--- config.mk ---
export PLATFORM = sky130hd
export DESIGN_NAME = orb_channel
export DESIGN_NICKNAME = d
export VERILOG_FILES = /design/src/verilog/orb_pkg.sv /design/src/verilog/orb_req_sync.sv /design/src/verilog/orb_addr_step.sv /design/src/verilog/orb_channel.sv
export SDC_FILE = /design/constraint.sdc
export NUM_CORES = 2
export LEC_CHECK = 0
export BUFFER_PORTS_ARGS = -buffer_cell sky130_fd_sc_hd__buf_2
export CAP_MARGIN = 30
export CORE_UTILIZATION = 50
export DETAILED_ROUTE_END_ITERATION = 8
export GPL_TIMING_DRIVEN = 1
export PLACE_DENSITY = 0.75
export SYNTH_ARGS = -nofsm -noshare
export SYNTH_HDL_FRONTEND = slang
export SYNTH_MEMORY_MAX_BITS = 65536
export SYNTH_SLANG_ARGS = --single-unit
--- constraint.sdc ---
create_clock -name mclk -period 36.8 [get_ports mclk]
set_clock_uncertainty 0.2 [all_clocks]
set_input_delay 1.84 -clock mclk [delete_from_list [all_inputs] [get_ports mclk]]
set_output_delay 1.84 -clock mclk [all_outputs]
set_load 0.1 [all_outputs]
--- src/verilog/orb_pkg.sv ---
// Purpose: Shared constants and types for the output request buffer channel
// Assumes: 16 channels, 18-bit words, 16-bit main memory addresses
// Notes:   Register offsets are byte addresses on a 32-bit classic Wishbone bus
package orb_pkg;
    // Geometry
    localparam int NCH    = 16;
    localparam int CHW    = 4;
    localparam int WORD_W = 18;
    localparam int ADDR_W = 16;
    localparam int CM_AW  = 8;
    localparam int CM_DEPTH = 256;

    // Control memory layout: terminal word at even, current word at odd location
    localparam logic [7:0] CM_TERM_BASE = 8'h20;   // 40 octal
    localparam logic [7:0] CM_HIGH_OFS  = 8'h80;   // 200 octal, channels 10-17 octal
    localparam logic [7:0] CM_ODD_BIT   = 8'h01;

    // Control word fields
    localparam int DIR_BIT = 17;   // Current word: 1 = backward buffer
    localparam int MON_BIT = 16;   // Current word: raise monitor at termination
    localparam int CDM_BIT = 17;   // Terminal word: continuous data mode

    // Register byte offsets
    localparam logic [7:0] REG_CTRL     = 8'h00;
    localparam logic [7:0] REG_DUAL     = 8'h04;
    localparam logic [7:0] REG_ACTIVE   = 8'h08;
    localparam logic [7:0] REG_MONITOR  = 8'h0c;
    localparam logic [7:0] REG_STATUS   = 8'h10;
    localparam logic [7:0] REG_CM_ADDR  = 8'h14;
    localparam logic [7:0] REG_CM_DATA  = 8'h18;

    // Control and status field positions
    localparam int CTRL_LEGACY = 0;
    localparam int CTRL_CDM    = 1;
    localparam int ST_BUSY     = 0;
    localparam int ST_INIT     = 1;
    localparam int ST_LAST     = 2;
    localparam int ST_DIR      = 3;
    localparam int ST_CONT     = 4;

    // Reset values
    localparam logic [1:0]  CTRL_RST = 2'h0;
    localparam logic [15:0] MASK_RST = 16'h0000;

    typedef struct packed {
        logic        cyc;
        logic        stb;
        logic        we;
        logic [3:0]  sel;
        logic [7:0]  adr;
        logic [31:0] dat;
    } orb_wb_req_t;

    typedef struct packed {
        logic        ack;
        logic [31:0] dat;
    } orb_wb_rsp_t;

    typedef struct packed {
        logic [NCH-1:0]    strobe;
        logic [WORD_W-1:0] data;
    } orb_word_t;

    typedef enum logic [2:0] {
        ORB_IDLE,
        ORB_SCAN_CUR,
        ORB_SCAN_TERM,
        ORB_FETCH,
        ORB_CAPTURE,
        ORB_STORE,
        ORB_ACK
    } orb_state_t;
endpackage : orb_pkg

--- src/verilog/orb_req_sync.sv ---
// Purpose: Synchronise request pins and flag their rising edges
// Assumes: Requests are levels from another clock domain
// Notes:   Edge detect reads only the second stage and its delayed copy
`timescale 1ns/1ps
module orb_req_sync #(
    parameter int N = 16
) (
    input  wire logic         mclk,
    input  wire logic         rst,
    input  wire logic [N-1:0] req_pin,
    output logic      [N-1:0] req_rise
);
    // Two stages, then a third for the edge
    logic [N-1:0] stage1;
    logic [N-1:0] stage2;
    logic [N-1:0] stage3;

    genvar i;
    generate
        for (i = 0; i < N; i++) begin : g_ch
            always_ff @(posedge mclk) begin
                if (rst) begin
                    stage1[i] <= 1'b0;
                    stage2[i] <= 1'b0;
                    stage3[i] <= 1'b0;
                end else begin
                    stage1[i] <= req_pin[i];
                    stage2[i] <= stage1[i];
                    stage3[i] <= stage2[i];
                end
            end
            assign req_rise[i] = stage2[i] & ~stage3[i];
        end
    endgenerate
endmodule : orb_req_sync

--- src/verilog/orb_addr_step.sv ---
// Purpose: Adder network stepping the current address word by plus or minus one
// Assumes: Bits 17 and 16 of the word pass through unchanged
// Notes:   The low 16 bits wrap silently at either end
`timescale 1ns/1ps
module orb_addr_step
    import orb_pkg::*;
(
    input  wire logic [WORD_W-1:0] cur_word,
    output logic      [WORD_W-1:0] stepped
);
    logic [ADDR_W-1:0] low_next;

    // RQ20 direction from bit 17
    always_comb begin
        if (cur_word[DIR_BIT]) begin
            low_next = cur_word[ADDR_W-1:0] - 16'h0001;
        end else begin
            low_next = cur_word[ADDR_W-1:0] + 16'h0001;
        end
    end

    assign stepped = {cur_word[WORD_W-1:ADDR_W], low_next};
endmodule : orb_addr_step

--- src/verilog/orb_channel.sv ---
// Purpose: Output request buffer engine with control memory and Wishbone slave
// Assumes: Main memory answers a read one cycle after mm_rd; no CONTINUOUS_DATA_MODE reload here
// Notes:   Lowest active pending channel wins; one request in flight at a time
// Behaviour
// RQ1: Dual forward: odd channel first, even second
// RQ2: Dual backward: even channel first, odd second
// RQ3: Second word uses already stepped address
// RQ4: Compare low 16 bits on every word
// RQ5: Software sizes dual buffers in word pairs
// RQ6: Dual acknowledge on odd channel after second
// RQ7: Set initiate flag when request selected
// RQ8: Current word at 41 octal plus 2K
// RQ9: Terminal address even; force bit zero odd
// RQ10: Second control read fetches terminal word
// RQ11: Match sets last word flag, final request
// RQ12: Legacy mode: match means word not sent
// RQ13: Step by bit 17, latch direction flag
// RQ14: Fetch word at unmodified current address
// RQ15: Write stepped word back to control memory
// RQ16: Dual repeats fetch, compare, step sequence
// RQ17: Continuous request flag starts separate sequence
// RQ18: Honor request only when channel active
// RQ19: Termination clears active, maybe sets monitor
// RQ20: Bit 17 zero increments, one decrements
// RQ21: Dual requests arrive on odd channels
// RQ22: No match keeps channel active
//
// Decided for this implementation: the address map and the Wishbone register port.
`timescale 1ns/1ps
module orb_channel
    import orb_pkg::*;
(
    input  wire logic                mclk,
    input  wire logic                rst,
    input  wire orb_pkg::orb_wb_req_t wb_req,
    output orb_pkg::orb_wb_rsp_t     wb_rsp,
    input  wire logic [NCH-1:0]      output_request_signal,
    output logic      [NCH-1:0]      output_ack,
    output orb_pkg::orb_word_t       out_word,
    output logic      [ADDR_W-1:0]   mm_addr,
    output logic                     mm_rd,
    input  wire logic [WORD_W-1:0]   mm_data
);
    import orb_pkg::*;

    orb_state_t        state;
    logic [WORD_W-1:0] cm [CM_DEPTH];
    logic [NCH-1:0]    req_rise;
    logic [NCH-1:0]    pending;
    logic [NCH-1:0]    output_active_flag;
    logic [NCH-1:0]    output_monitor_flag;
    logic [NCH-1:0]    dual_mask;
    logic [1:0]        ctrl;
    logic [CHW-1:0]    chan;
    logic              second_word;
    logic [WORD_W-1:0] current_address_word;    // Work register
    logic [WORD_W-1:0] control_memory_data_reg; // Terminal word as read
    logic              last_word_flag;
    logic              step_dir_flag;
    logic              first_sequence_initiate_flag;
    logic              continuous_request_flag;
    logic [CM_AW-1:0]  sw_cm_addr;
    logic [WORD_W-1:0] stepped;
    logic [CM_AW-1:0]  term_addr;
    logic [CM_AW-1:0]  control_memory_address_reg;
    logic              pick_valid;
    logic [CHW-1:0]    pick_chan;
    logic              dual_mode;
    logic              addr_match;
    logic              term_now;
    logic [CHW-1:0]    word_chan;
    logic              bus_hit;
    logic              bus_wr;
    logic              eng_cm_we;

    orb_req_sync #(.N(NCH)) u_sync (
        .mclk     (mclk),
        .rst      (rst),
        .req_pin  (output_request_signal),
        .req_rise (req_rise)
    );

    // RQ13 adder network
    orb_addr_step u_step (
        .cur_word (current_address_word),
        .stepped  (stepped)
    );

    // RQ8 RQ9 even terminal location, odd current location
    assign term_addr = CM_TERM_BASE + {3'h0, chan, 1'b0} + (chan[3] ? CM_HIGH_OFS : 8'h00);
    assign control_memory_address_reg = (state == ORB_SCAN_CUR || state == ORB_STORE) ?
                                        (term_addr | CM_ODD_BIT) : term_addr;

    // RQ18 lowest-numbered active pending channel
    always_comb begin
        pick_valid = 1'b0;
        pick_chan  = '0;
        for (int i = NCH - 1; i >= 0; i--) begin
            if (pending[i] && output_active_flag[i]) begin
                pick_valid = 1'b1;
                pick_chan  = CHW'(i);
            end
        end
    end

    // RQ21 dual mode only meaningful on an odd channel
    assign dual_mode  = dual_mask[chan] & chan[0];
    // RQ4 low 16 bits compared on every word
    assign addr_match = current_address_word[ADDR_W-1:0] == control_memory_data_reg[ADDR_W-1:0];
    // RQ12 legacy match ends before send; otherwise after the sent word
    assign term_now   = last_word_flag &&
                        ((state == ORB_CAPTURE && ctrl[CTRL_LEGACY]) ||
                         (state == ORB_STORE && !ctrl[CTRL_LEGACY]));
    // RQ1 RQ2 receiving channel per word and direction
    assign word_chan  = !dual_mode ? chan :
                        ((second_word ^ step_dir_flag) ? {chan[CHW-1:1], 1'b0} : chan);
    assign bus_hit    = wb_req.cyc & wb_req.stb;
    assign eng_cm_we  = state == ORB_STORE;
    // Software control-memory write waits out an engine write-back
    assign bus_wr     = bus_hit & wb_req.we & wb_rsp.ack;

    // Sequencer
    always_ff @(posedge mclk) begin
        if (rst) begin
            state       <= ORB_IDLE;
            chan        <= '0;
            second_word <= 1'b0;
        end else begin
            unique case (state)
                ORB_IDLE: begin
                    if (pick_valid) begin
                        chan        <= pick_chan;
                        second_word <= 1'b0;
                        state       <= ORB_SCAN_CUR;
                    end
                end
                ORB_SCAN_CUR:  state <= ORB_SCAN_TERM;
                ORB_SCAN_TERM: state <= ORB_FETCH;
                ORB_FETCH:     state <= ORB_CAPTURE;
                ORB_CAPTURE: begin
                    // RQ12 legacy mode skips the matched word
                    if (term_now) begin
                        state <= ORB_ACK;
                    end else begin
                        state <= ORB_STORE;
                    end
                end
                ORB_STORE: begin
                    // RQ16 second word repeats from the control read
                    if (dual_mode && !second_word && !last_word_flag) begin
                        second_word <= 1'b1;
                        state       <= ORB_SCAN_CUR;
                    end else begin
                        state <= ORB_ACK;
                    end
                end
                ORB_ACK:       state <= ORB_IDLE;
            endcase
        end
    end

    // RQ10 RQ11 RQ13 work registers, compare result, direction
    always_ff @(posedge mclk) begin
        if (rst) begin
            current_address_word    <= '0;
            control_memory_data_reg <= '0;
            last_word_flag          <= 1'b0;
            step_dir_flag           <= 1'b0;
        end else if (state == ORB_SCAN_CUR) begin
            current_address_word <= cm[control_memory_address_reg];
        end else if (state == ORB_SCAN_TERM) begin
            control_memory_data_reg <= cm[control_memory_address_reg];
            step_dir_flag           <= current_address_word[DIR_BIT];
        end else if (state == ORB_FETCH) begin
            last_word_flag <= addr_match;
        end
    end

    // RQ15 RQ3 stepped word back, software port otherwise
    always_ff @(posedge mclk) begin
        if (eng_cm_we) begin
            cm[control_memory_address_reg] <= stepped;
        end else if (bus_wr && wb_req.adr == REG_CM_DATA) begin
            cm[sw_cm_addr] <= wb_req.dat[WORD_W-1:0];
        end
    end

    // RQ14 main memory read at the unmodified address
    always_ff @(posedge mclk) begin
        if (rst) begin
            mm_addr <= '0;
            mm_rd   <= 1'b0;
        end else begin
            mm_rd <= state == ORB_FETCH;
            if (state == ORB_FETCH) begin
                mm_addr <= current_address_word[ADDR_W-1:0];
            end
        end
    end

    // RQ1 RQ2 word strobe on the receiving channel
    always_ff @(posedge mclk) begin
        if (rst) begin
            out_word <= '0;
        end else begin
            out_word.strobe <= '0;
            if (state == ORB_STORE) begin
                out_word.data              <= mm_data;
                out_word.strobe[word_chan] <= 1'b1;
            end
        end
    end

    // RQ6 acknowledge once, on the requesting channel
    always_ff @(posedge mclk) begin
        if (rst) begin
            output_ack <= '0;
        end else begin
            output_ack <= '0;
            if (state == ORB_ACK) begin
                output_ack[chan] <= 1'b1;
            end
        end
    end

    // RQ7 initiate flag marks a selected request in flight
    always_ff @(posedge mclk) begin
        if (rst) begin
            first_sequence_initiate_flag <= 1'b0;
        end else if (state == ORB_IDLE && pick_valid) begin
            first_sequence_initiate_flag <= 1'b1;
        end else if (state == ORB_ACK) begin
            first_sequence_initiate_flag <= 1'b0;
        end
    end

    // Pending requests; new edge wins over the acknowledge clear
    always_ff @(posedge mclk) begin
        if (rst) begin
            pending <= '0;
        end else begin
            for (int i = 0; i < NCH; i++) begin
                if (req_rise[i] && output_active_flag[i]) begin
                    pending[i] <= 1'b1;
                end else if ((state == ORB_ACK && chan == CHW'(i)) || !output_active_flag[i]) begin
                    pending[i] <= 1'b0;
                end
            end
        end
    end

    // RQ19 RQ22 only termination drops the active flag; software set wins
    always_ff @(posedge mclk) begin
        if (rst) begin
            output_active_flag <= '0;
        end else begin
            for (int i = 0; i < NCH; i++) begin
                if (bus_wr && wb_req.adr == REG_ACTIVE && wb_req.dat[i]) begin
                    output_active_flag[i] <= 1'b1;
                end else if (term_now && chan == CHW'(i)) begin
                    output_active_flag[i] <= 1'b0;
                end
            end
        end
    end

    // RQ19 monitor on termination when bit 16 set; set beats clear
    always_ff @(posedge mclk) begin
        if (rst) begin
            output_monitor_flag <= '0;
        end else begin
            for (int i = 0; i < NCH; i++) begin
                if (term_now && chan == CHW'(i) && control_memory_data_reg[ADDR_W-1:0] ==
                    current_address_word[ADDR_W-1:0] && current_address_word[MON_BIT]) begin
                    output_monitor_flag[i] <= 1'b1;
                end else if (bus_wr && wb_req.adr == REG_MONITOR && wb_req.dat[i]) begin
                    output_monitor_flag[i] <= 1'b0;
                end
            end
        end
    end

    // RQ17 continuous request flag set at termination in CDM, cleared by software; no reload sequence here
    always_ff @(posedge mclk) begin
        if (rst) begin
            continuous_request_flag <= 1'b0;
        end else if (term_now && control_memory_data_reg[CDM_BIT] && ctrl[CTRL_CDM]) begin
            continuous_request_flag <= 1'b1;
        end else if (bus_wr && wb_req.adr == REG_STATUS && wb_req.dat[ST_CONT]) begin
            continuous_request_flag <= 1'b0;
        end
    end

    // Configuration registers
    always_ff @(posedge mclk) begin
        if (rst) begin
            ctrl       <= CTRL_RST;
            dual_mask  <= MASK_RST;
            sw_cm_addr <= '0;
        end else if (bus_wr) begin
            if (wb_req.adr == REG_CTRL) begin
                ctrl <= wb_req.dat[1:0];
            end
            if (wb_req.adr == REG_DUAL) begin
                dual_mask <= wb_req.dat[NCH-1:0];
            end
            if (wb_req.adr == REG_CM_ADDR) begin
                sw_cm_addr <= wb_req.dat[CM_AW-1:0];
            end
        end
    end

    // Bus answer one cycle after the strobe; unmapped reads zero
    always_ff @(posedge mclk) begin
        if (rst) begin
            wb_rsp <= '0;
        end else begin
            // A write seen in CAPTURE would be acked in STORE and lose the array port
            wb_rsp.ack <= bus_hit & ~wb_rsp.ack & ~((state == ORB_CAPTURE) & wb_req.we);
            unique case (wb_req.adr)
                REG_CTRL:    wb_rsp.dat <= {30'h0, ctrl};
                REG_DUAL:    wb_rsp.dat <= {16'h0, dual_mask};
                REG_ACTIVE:  wb_rsp.dat <= {16'h0, output_active_flag};
                REG_MONITOR: wb_rsp.dat <= {16'h0, output_monitor_flag};
                REG_STATUS:  wb_rsp.dat <= {27'h0, continuous_request_flag, step_dir_flag,
                                            last_word_flag, first_sequence_initiate_flag,
                                            state != ORB_IDLE};
                REG_CM_ADDR: wb_rsp.dat <= {24'h0, sw_cm_addr};
                REG_CM_DATA: wb_rsp.dat <= {14'h0, cm[sw_cm_addr]};
                default:     wb_rsp.dat <= 32'h0;
            endcase
        end
    end

    // RQ14 memory address is the unstepped word
    property p_fetch_addr;
        @(posedge mclk) disable iff (rst)
        state == ORB_FETCH |=> mm_rd && mm_addr == $past(current_address_word[ADDR_W-1:0]);
    endproperty
    a_fetch_addr: assert property (p_fetch_addr) else $error("fetch address not unstepped"); // RQ14

    // RQ15 write-back stores the stepped word
    property p_store_step;
        @(posedge mclk) disable iff (rst)
        state == ORB_STORE |=> cm[$past(control_memory_address_reg)] == $past(stepped);
    endproperty
    a_store_step: assert property (p_store_step) else $error("stepped word not stored"); // RQ15

    // RQ20 direction of the step
    property p_step_dir;
        @(posedge mclk) disable iff (rst)
        state == ORB_STORE |-> stepped[ADDR_W-1:0] == (current_address_word[DIR_BIT] ?
            current_address_word[ADDR_W-1:0] - 16'h0001 : current_address_word[ADDR_W-1:0] + 16'h0001);
    endproperty
    a_step_dir: assert property (p_step_dir) else $error("wrong step direction"); // RQ20

    // RQ6 acknowledge follows the last word by one cycle, on the request channel
    property p_ack_after;
        @(posedge mclk) disable iff (rst)
        state == ORB_STORE && !(dual_mode && !second_word && !last_word_flag)
            |=> ##1 output_ack == (16'h0001 << $past(chan, 2));
    endproperty
    a_ack_after: assert property (p_ack_after) else $error("acknowledge missing or misplaced"); // RQ6

    // RQ1 RQ2 first dual word lands on the documented channel
    property p_dual_order;
        @(posedge mclk) disable iff (rst)
        state == ORB_STORE && dual_mode && !second_word
            |=> out_word.strobe[$past(chan) ^ 4'($past(step_dir_flag))];
    endproperty
    a_dual_order: assert property (p_dual_order) else $error("dual word order wrong"); // RQ1

    // RQ12 legacy match sends nothing
    property p_legacy_skip;
        @(posedge mclk) disable iff (rst)
        state == ORB_CAPTURE && ctrl[CTRL_LEGACY] && last_word_flag |=> (out_word.strobe == '0) [*2];
    endproperty
    a_legacy_skip: assert property (p_legacy_skip) else $error("legacy matched word was sent"); // RQ12

    // RQ19 termination drops the active flag
    property p_term_clear;
        @(posedge mclk) disable iff (rst)
        term_now && !(bus_wr && wb_req.adr == REG_ACTIVE) |=> !output_active_flag[$past(chan)];
    endproperty
    a_term_clear: assert property (p_term_clear) else $error("active flag kept at termination"); // RQ19

    // RQ22 no match leaves the channel active
    property p_keep_active;
        @(posedge mclk) disable iff (rst)
        state == ORB_STORE && !last_word_flag && output_active_flag[chan] |=> output_active_flag[$past(chan)];
    endproperty
    a_keep_active: assert property (p_keep_active) else $error("active flag lost without match"); // RQ22

    // RQ18 inactive channels are never selected
    property p_only_active;
        @(posedge mclk) disable iff (rst)
        state == ORB_IDLE && pick_valid |=> output_active_flag[chan] || $past(term_now);
    endproperty
    a_only_active: assert property (p_only_active) else $error("inactive channel served"); // RQ18

    // RQ7 initiate flag stands while a request is served
    property p_init_flag;
        @(posedge mclk) disable iff (rst)
        state != ORB_IDLE |-> first_sequence_initiate_flag;
    endproperty
    a_init_flag: assert property (p_init_flag) else $error("initiate flag low during service"); // RQ7
endmodule : orb_channel

Word-level counts from Yosys, hierarchy flattened
Memory sizes are Yosys's and may differ from the RTL's. A register that Yosys moved wholly into a read port is not among the register bits.
Cells that the tools add are included.
{"block": "word_totals", "ff_bits": 270, "mem_bits_rw": 4608, "input_bits": 83, "output_inout_bits": 100, "word_cells": 607, "mem_count": 1}
{"block": "classes", "add_sub_neg": 4, "order_cmp": 4, "n_eq_ne": 31, "n_mux": 161, "n_bitwise": 46, "n_reduce_logical": 245}
{"name": "cm", "depth": 256, "width": 18, "read_ports": 2, "rd_ports_with_merged_regs": 1, "wr": 1, "line_no": "orb_channel.sv:47", "rtl": "logic [WORD_W-1:0] cm [CM_DEPTH];"}
{"cell": "logical AND 1 bit", "count": 143}
{"cell": "2-to-1 mux 1 bit", "count": 130}
{"cell": "case mux 18 bit (7 select lines)", "count": 1}
{"cell": "nonzero test 2 bit", "count": 51}
{"cell": "2-to-1 mux 4 bit", "count": 16}
{"cell": "equality test 16 bit", "count": 2}
{"cell": "equality test 4 bit (second input constant)", "count": 8}
{"cell": "2-to-1 mux 8 bit", "count": 4}
{"cell": "equality test 8 x 5 -> 1 bit (second input constant)", "count": 3}
{"cell": "bitwise AND 1 bit", "count": 23}
{"cell": "inverter 1 bit", "count": 22}
{"cell": "case mux 3 bit (7 select lines)", "count": 1}
{"cell": "logical NOT 1 bit", "count": 19}
{"cell": "logical OR 1 bit", "count": 18}
{"cell": "2-to-1 mux 18 bit", "count": 1}
{"cell": "OR reduction 18 bit", "count": 1}
{"cell": "adder 16 x 1 -> 16 bit (second input constant)", "count": 1}
{"cell": "equality test 4 x 3 -> 1 bit (second input constant)", "count": 4}
{"cell": "equality test 8 x 4 -> 1 bit (second input constant)", "count": 2}
{"cell": "2-to-1 mux 16 bit", "count": 1}
{"cell": "subtractor 16 x 1 -> 16 bit (second input constant)", "count": 1}
{"cell": "< comparator 4 x 5 -> 1 bit (second input constant)", "count": 2}
{"cell": "AND reduction 2 bit", "count": 5}
{"cell": "equality test 3 bit (second input constant)", "count": 3}
{"cell": "other kinds (22)", "count": 29}

Depth between registers and ports, before layout
{"block": "logic_depth", "depth_word": 19, "ltp_mapped": 14, "ltp_nobuf": 10}

Cells and area by module
Synthesis repeated with hierarchy kept, for this count alone.
{"block": "unflattened", "hier_cells": 10097, "area_unflattened_um2": 191633.8}
{"module": "orb_channel", "instances": 1, "cells_each": 9879, "area_each_um2": 189463.0}
{"module": "orb_req_sync", "instances": 1, "cells_each": 117, "area_each_um2": 1405.1}
{"module": "orb_addr_step", "instances": 1, "cells_each": 101, "area_each_um2": 765.7}

Least setup slack after synthesis
OpenSTA, ideal clock, no wires.
{"block": "synth_path", "path_type": "input-to-reg", "start": "in wb_req[34] (netlist name)", "end": "mem cm[0][13] (data pin)", "arrival_ns": 12.692, "required_time_ns": 34.413, "setup_slack_ns": 21.721, "cell_stages": 6, "path_cell_list": "clkbuf_1 > inv_1 > nand2_1 > nor4_1 > clkbuf_1 > o21ai_0"}
{"block": "synth_via", "elab_chain_len": 7}
{"item": "from (decl)", "line_no": "orb_channel.sv:35", "rtl": "input wire orb_pkg::orb_wb_req_t wb_req,"}
{"item": "equality test 8 x 5 -> 1 bit", "line_no": "orb_channel.sv:183", "rtl": "end else if (bus_wr && wb_req.adr == REG_CM_DATA) begin"}
{"item": "logical AND 1 bit", "line_no": "orb_channel.sv:183"}
{"item": "2-to-1 mux 1 bit", "line_no": "orb_channel.sv:183"}
{"item": "2-to-1 mux 1 bit", "line_no": "orb_channel.sv:181", "rtl": "if (eng_cm_we) begin"}
{"item": "2-to-1 mux 1 bit (implied by the code)", "line_no": "orb_channel.sv:184", "rtl": "cm[sw_cm_addr] <= wb_req.dat[WORD_W-1:0];"}
{"item": "OR reduction 18 bit (no source line)"}
{"item": "2-to-1 mux 18 bit (no source line)"}
{"item": "to (decl)", "line_no": "orb_channel.sv:47"}
Every way passes these cells.

==> results.txt <==
- Result of the run: complete, but fails checks
- The final reports fail on max-slew violations.
- Routability-driven placement finished with a final weighted congestion of 0.957.
- Summing all non-filler instances in the final layout gives an area of 218000 um2.
- Count of warnings emitted by yosys: 0
- Ratio of final minimum period to clock period: 0.216
- For the worst setup path, the data required time is 37.52 ns.
- The analysis attributes to net switching a power of about 3.6 mW.
- The average instance in the mapped netlist occupies 19.3 um2.
* Largest registers: cm (4608), out_word (34), wb_rsp (19)
- The worst hold path belongs to the class reg -> reg.
* Horizontal extent of the die: 621 um
* Clock tree from TritonCTS: built
- Y dimension of the die: 621 um
* GR Overflow Total: 0
* Largest net degree at the start of global routing: 209
- In this run the deepest clock path goes through 4 buffers.
* Initial core utilization: 0.504
- Detailed-route via count: 108648
- Switching share of power: 0.260
- HP Start: u_sync.stage2[5]
- Sequential-to-total area share from yosys stat: 0.750
- The most used flip-flop cell after synthesis is edfxtp_1.
- Wires add up to ~590 mm.
- Area Growth Syn to Fin: 13.9%
* Cell with the most instances on the worst path: buf_4
* Aggregate global-route resource usage: 0.300
* Endpoint class of the critical path: register
- Ports placed on the boundary: 183
- The detail route stage leaves a number of antenna-violating nets equal to 0.
- Int Pwr: between 10 and 15 mW
* Logic gate share of total power: 0.122
* Remaining max-slew budget at the tightest pin: -0.0817
- Number of H-tree branching levels: 5
- Summing all placed instances gives a cell area of between 200000 and 250000 um2.
- Number of slew-limit violations in the final report: 72
* Avg WL per Cell: around 37 um
* Maximum operating frequency: 126 MHz
- Buffers placed on the I/O ports in this run total 150.
- The number of hold violations in the final report came to 0.
- Clock power share: 0.356
- Yosys cell types: 74
- In this run the worst path has a maximum fanout of 61.
* Largest register by flop count: cm
* Leakage: 68.2 nW
- Fill cells in the final layout number 26608.
* Sequential power share: 0.522
* Setup repair after global routing missed its margin: no
- Met3 Routed Length: 91.4 mm
- The worst setup path is of the reg -> reg kind.
- In the final design database the tool counted around 11000 nets.
- At the end of the flow the core is filled with cells to 0.574.
- Post-layout minimum cycle time: 7.93 ns
- CP cell instances: buf_4 -> buf_4 -> buf_4 -> buf_4 -> buf_4 -> mux4_2 -> and2_1 -> a2111oi_0 -> a31oi_1 -> a311oi_1 -> a211oi_2 -> a22o_1
* Number of search-and-repair iterations in the first detailed-routing pass: 9
* Placement row count: 226
* Flops & latches, synth: between 4000 and 5000
- The slowest stage of the critical path belongs to the cell dfxtp_4.
- The endpoint identified for the worst register-to-register timing path is wb_rsp[5].
- For this block, wires on met1 add up to 193 mm.
- Across the run, the number of max-cap violations was 0.
* Drt initial violations: slightly below 20000
- The via count of the first global-routing pass is around 110k.
- The worst-case IR drop observed on VDD is 0.0908 mV.
* Via-to-Cell Ratio: approximately 6.8
- The highest metal layer carrying signal wires in the routed design is met5.
* Hold buffers post-CTS: 0
- Overall power after layout: between 10 and 15 mW
* Most frequent cells in the layout: edfxtp_1, mux4_2, nand2_1
- Of all flip-flops after synthesis, the portion carrying an async set or reset was 0.
* Post-DP HPWL: 353 mm
* Hold-critical path endpoint: u_sync.stage3[5]
* Length in cells of the worst reg-to-reg path: 12
- Number of CTS-inserted buffers: 463
* Buffers inserted during post-CTS setup optimization: 0
- Worst stage delay on the critical path: 0.94 ns
- The first global-routing pass estimated around 820 mm of wire.
- Post-Synthesis Cells: just under 10000
- Arrival @ worst endpoint: 8.65 ns
- Worst Hold Depth: 2
* Post_cts resized: 0
* Number of setup violations in the final report: 0
- Remaining routing DRC violations: 0
* Crit start category: register
* Total Neg Setup Slack: 0 ns
* Amount of wire on met2 after detailed routing: 260 mm
- The root buffer cell chosen for the clock tree is clkbuf_16.
- For this design the ratio of total power to cell area is 63.0 nW/um2.
- Reg-to-reg slack, setup: 28.87 ns
* Post-synth design cell area: 192000 um2
* CTS sink count: 4871
- Clock-pin slew was measured on the worst setup and hold paths at about 0.070 ns.
* Number of enable flip-flop cells after synthesis: ~4600
* Fraction of final layout cells with drive strength greater than 1: 0.269
* Most common cell after layout, fill and taps aside: edfxtp_1
* Std-Cell Core Area: 380000 um2
- The floorplan step defined a die boundary enclosing 386000 um2.
- Slew at the pin closest to its max-slew limit: around 1.6 ns
* Flip-flop count of the largest register, all copies and words added: 4608
* Hold Slack: 0.233 ns
- Clk_lat worst skew: 1.02 ns
* Antenna violations before repair: 47
[synthesized netlist by cell type, types with 59 or more instances]
| cell | count | area share |
|---|---|---|
| mux2i_1 | 275 | 0.014 |
| nor4_1 | 91 | 0.0030 |
| a21oi_1 | 441 | 0.012 |
| clkbuf_1 | 283 | 0.0055 |
| o21ai_0 | 134 | 0.0035 |
| buf_2 | 150 | 0.0039 |
| edfxtp_1 | 4608 | 0.72 |
| o22ai_1 | 118 | 0.0039 |
| buf_1 | 63 | 0.0012 |
| dfxtp_1 | 263 | 0.027 |
| a221oi_1 | 59 | 0.0027 |
| buf_4 | 121 | 0.0047 |
| a211oi_1 | 88 | 0.0034 |
| nand3_1 | 65 | 0.0017 |
| nor2b_1 | 63 | 0.0021 |
| nand2_1 | 827 | 0.016 |
| nor2_1 | 448 | 0.0088 |
| a22oi_1 | 167 | 0.0065 |
| mux4_2 | 1165 | 0.14 |
[logic make-up after synthesis]
group / Yosys count / synth area share
xor+xnor: 33 / 0.00151
mux: 1464 / 0.153
fa+ha+maj: 15 / 0.00102
simple gates: 1659 / 0.0371
compound gates: 1234 / 0.0414
flops: 4871 / 0.750
other cells: 1 / 0.0000196
buf+inv: 661 / 0.0168
[stage by stage]
| step | std cells | setup slack (ns) |
|---|---|---|
| floorplan | 9951 | 21.72 |
| global placement | 14902 | 29.28 |
| detailed placement | 15007 | 29.10 |
| CTS | 15870 | 29.08 |
| global route | 15903 | 28.92 |
| finish | 15945 | 28.87 |
[final cells by class]
| cell class | instances | area, um2 | share of cell area |
|---|---|---|---|
| multi-input combinational | 4419 | 46000 | 0.211 |
| antenna | 48 | 120 | 0.000550 |
| timing repair buffer | 698 | 6510 | 0.0298 |
| clock inverter | 308 | 3160 | 0.0145 |
| inverter | 30 | 121 | 0.000556 |
| sequential | 4871 | 144000 | 0.658 |
| tap | 5016 | 6280 | 0.0288 |
| clock buffer | 555 | 12300 | 0.0565 |
[power groups by stage]
stage	clock (mW)	sequential, mW	combinational (mW)
detailed placement	0	7.30	1.56
global route	5.10	7.18	1.72
finish	4.89	7.18	1.68
floorplan	0	7.99	0.724
global placement	0	7.30	1.41
CTS	4.90	7.18	1.56
[how the worst max path moves through the flow]
stage | startpoint | endpoint | slack [ns] | cells after the start
after floorplan | wb_req[34] | cm[0][13] | 21.72 | 6
after global placement | register | wb_rsp[5] | 29.28 | 12
after detailed placement | wb_req[32] | cm[245][3] | 29.10 | 11
after CTS | register | wb_rsp[5] | 29.08 | 12
after global routing | register | wb_rsp[5] | 28.92 | 12
final | register | wb_rsp[5] | 28.87 | 12
[worst max-delay path, delay by kind of cell (launching register included)]
kind	cells	cell delay, ns
DFF	1	0.94
and+or+nand+nor	1	0.19
buffers and inverters	5	3.55
AOI/OAI and AO/OA	5	2.14
muxes	1	0.62
[routing by layer]
metal	global-route usage	up-vias
li1	-	41839
met1	0.384	55222
met2	0.437	9706
met3	0.104	1863
met4	0.199	18
met5	0	-
Power figures use the tool's default switching activity.
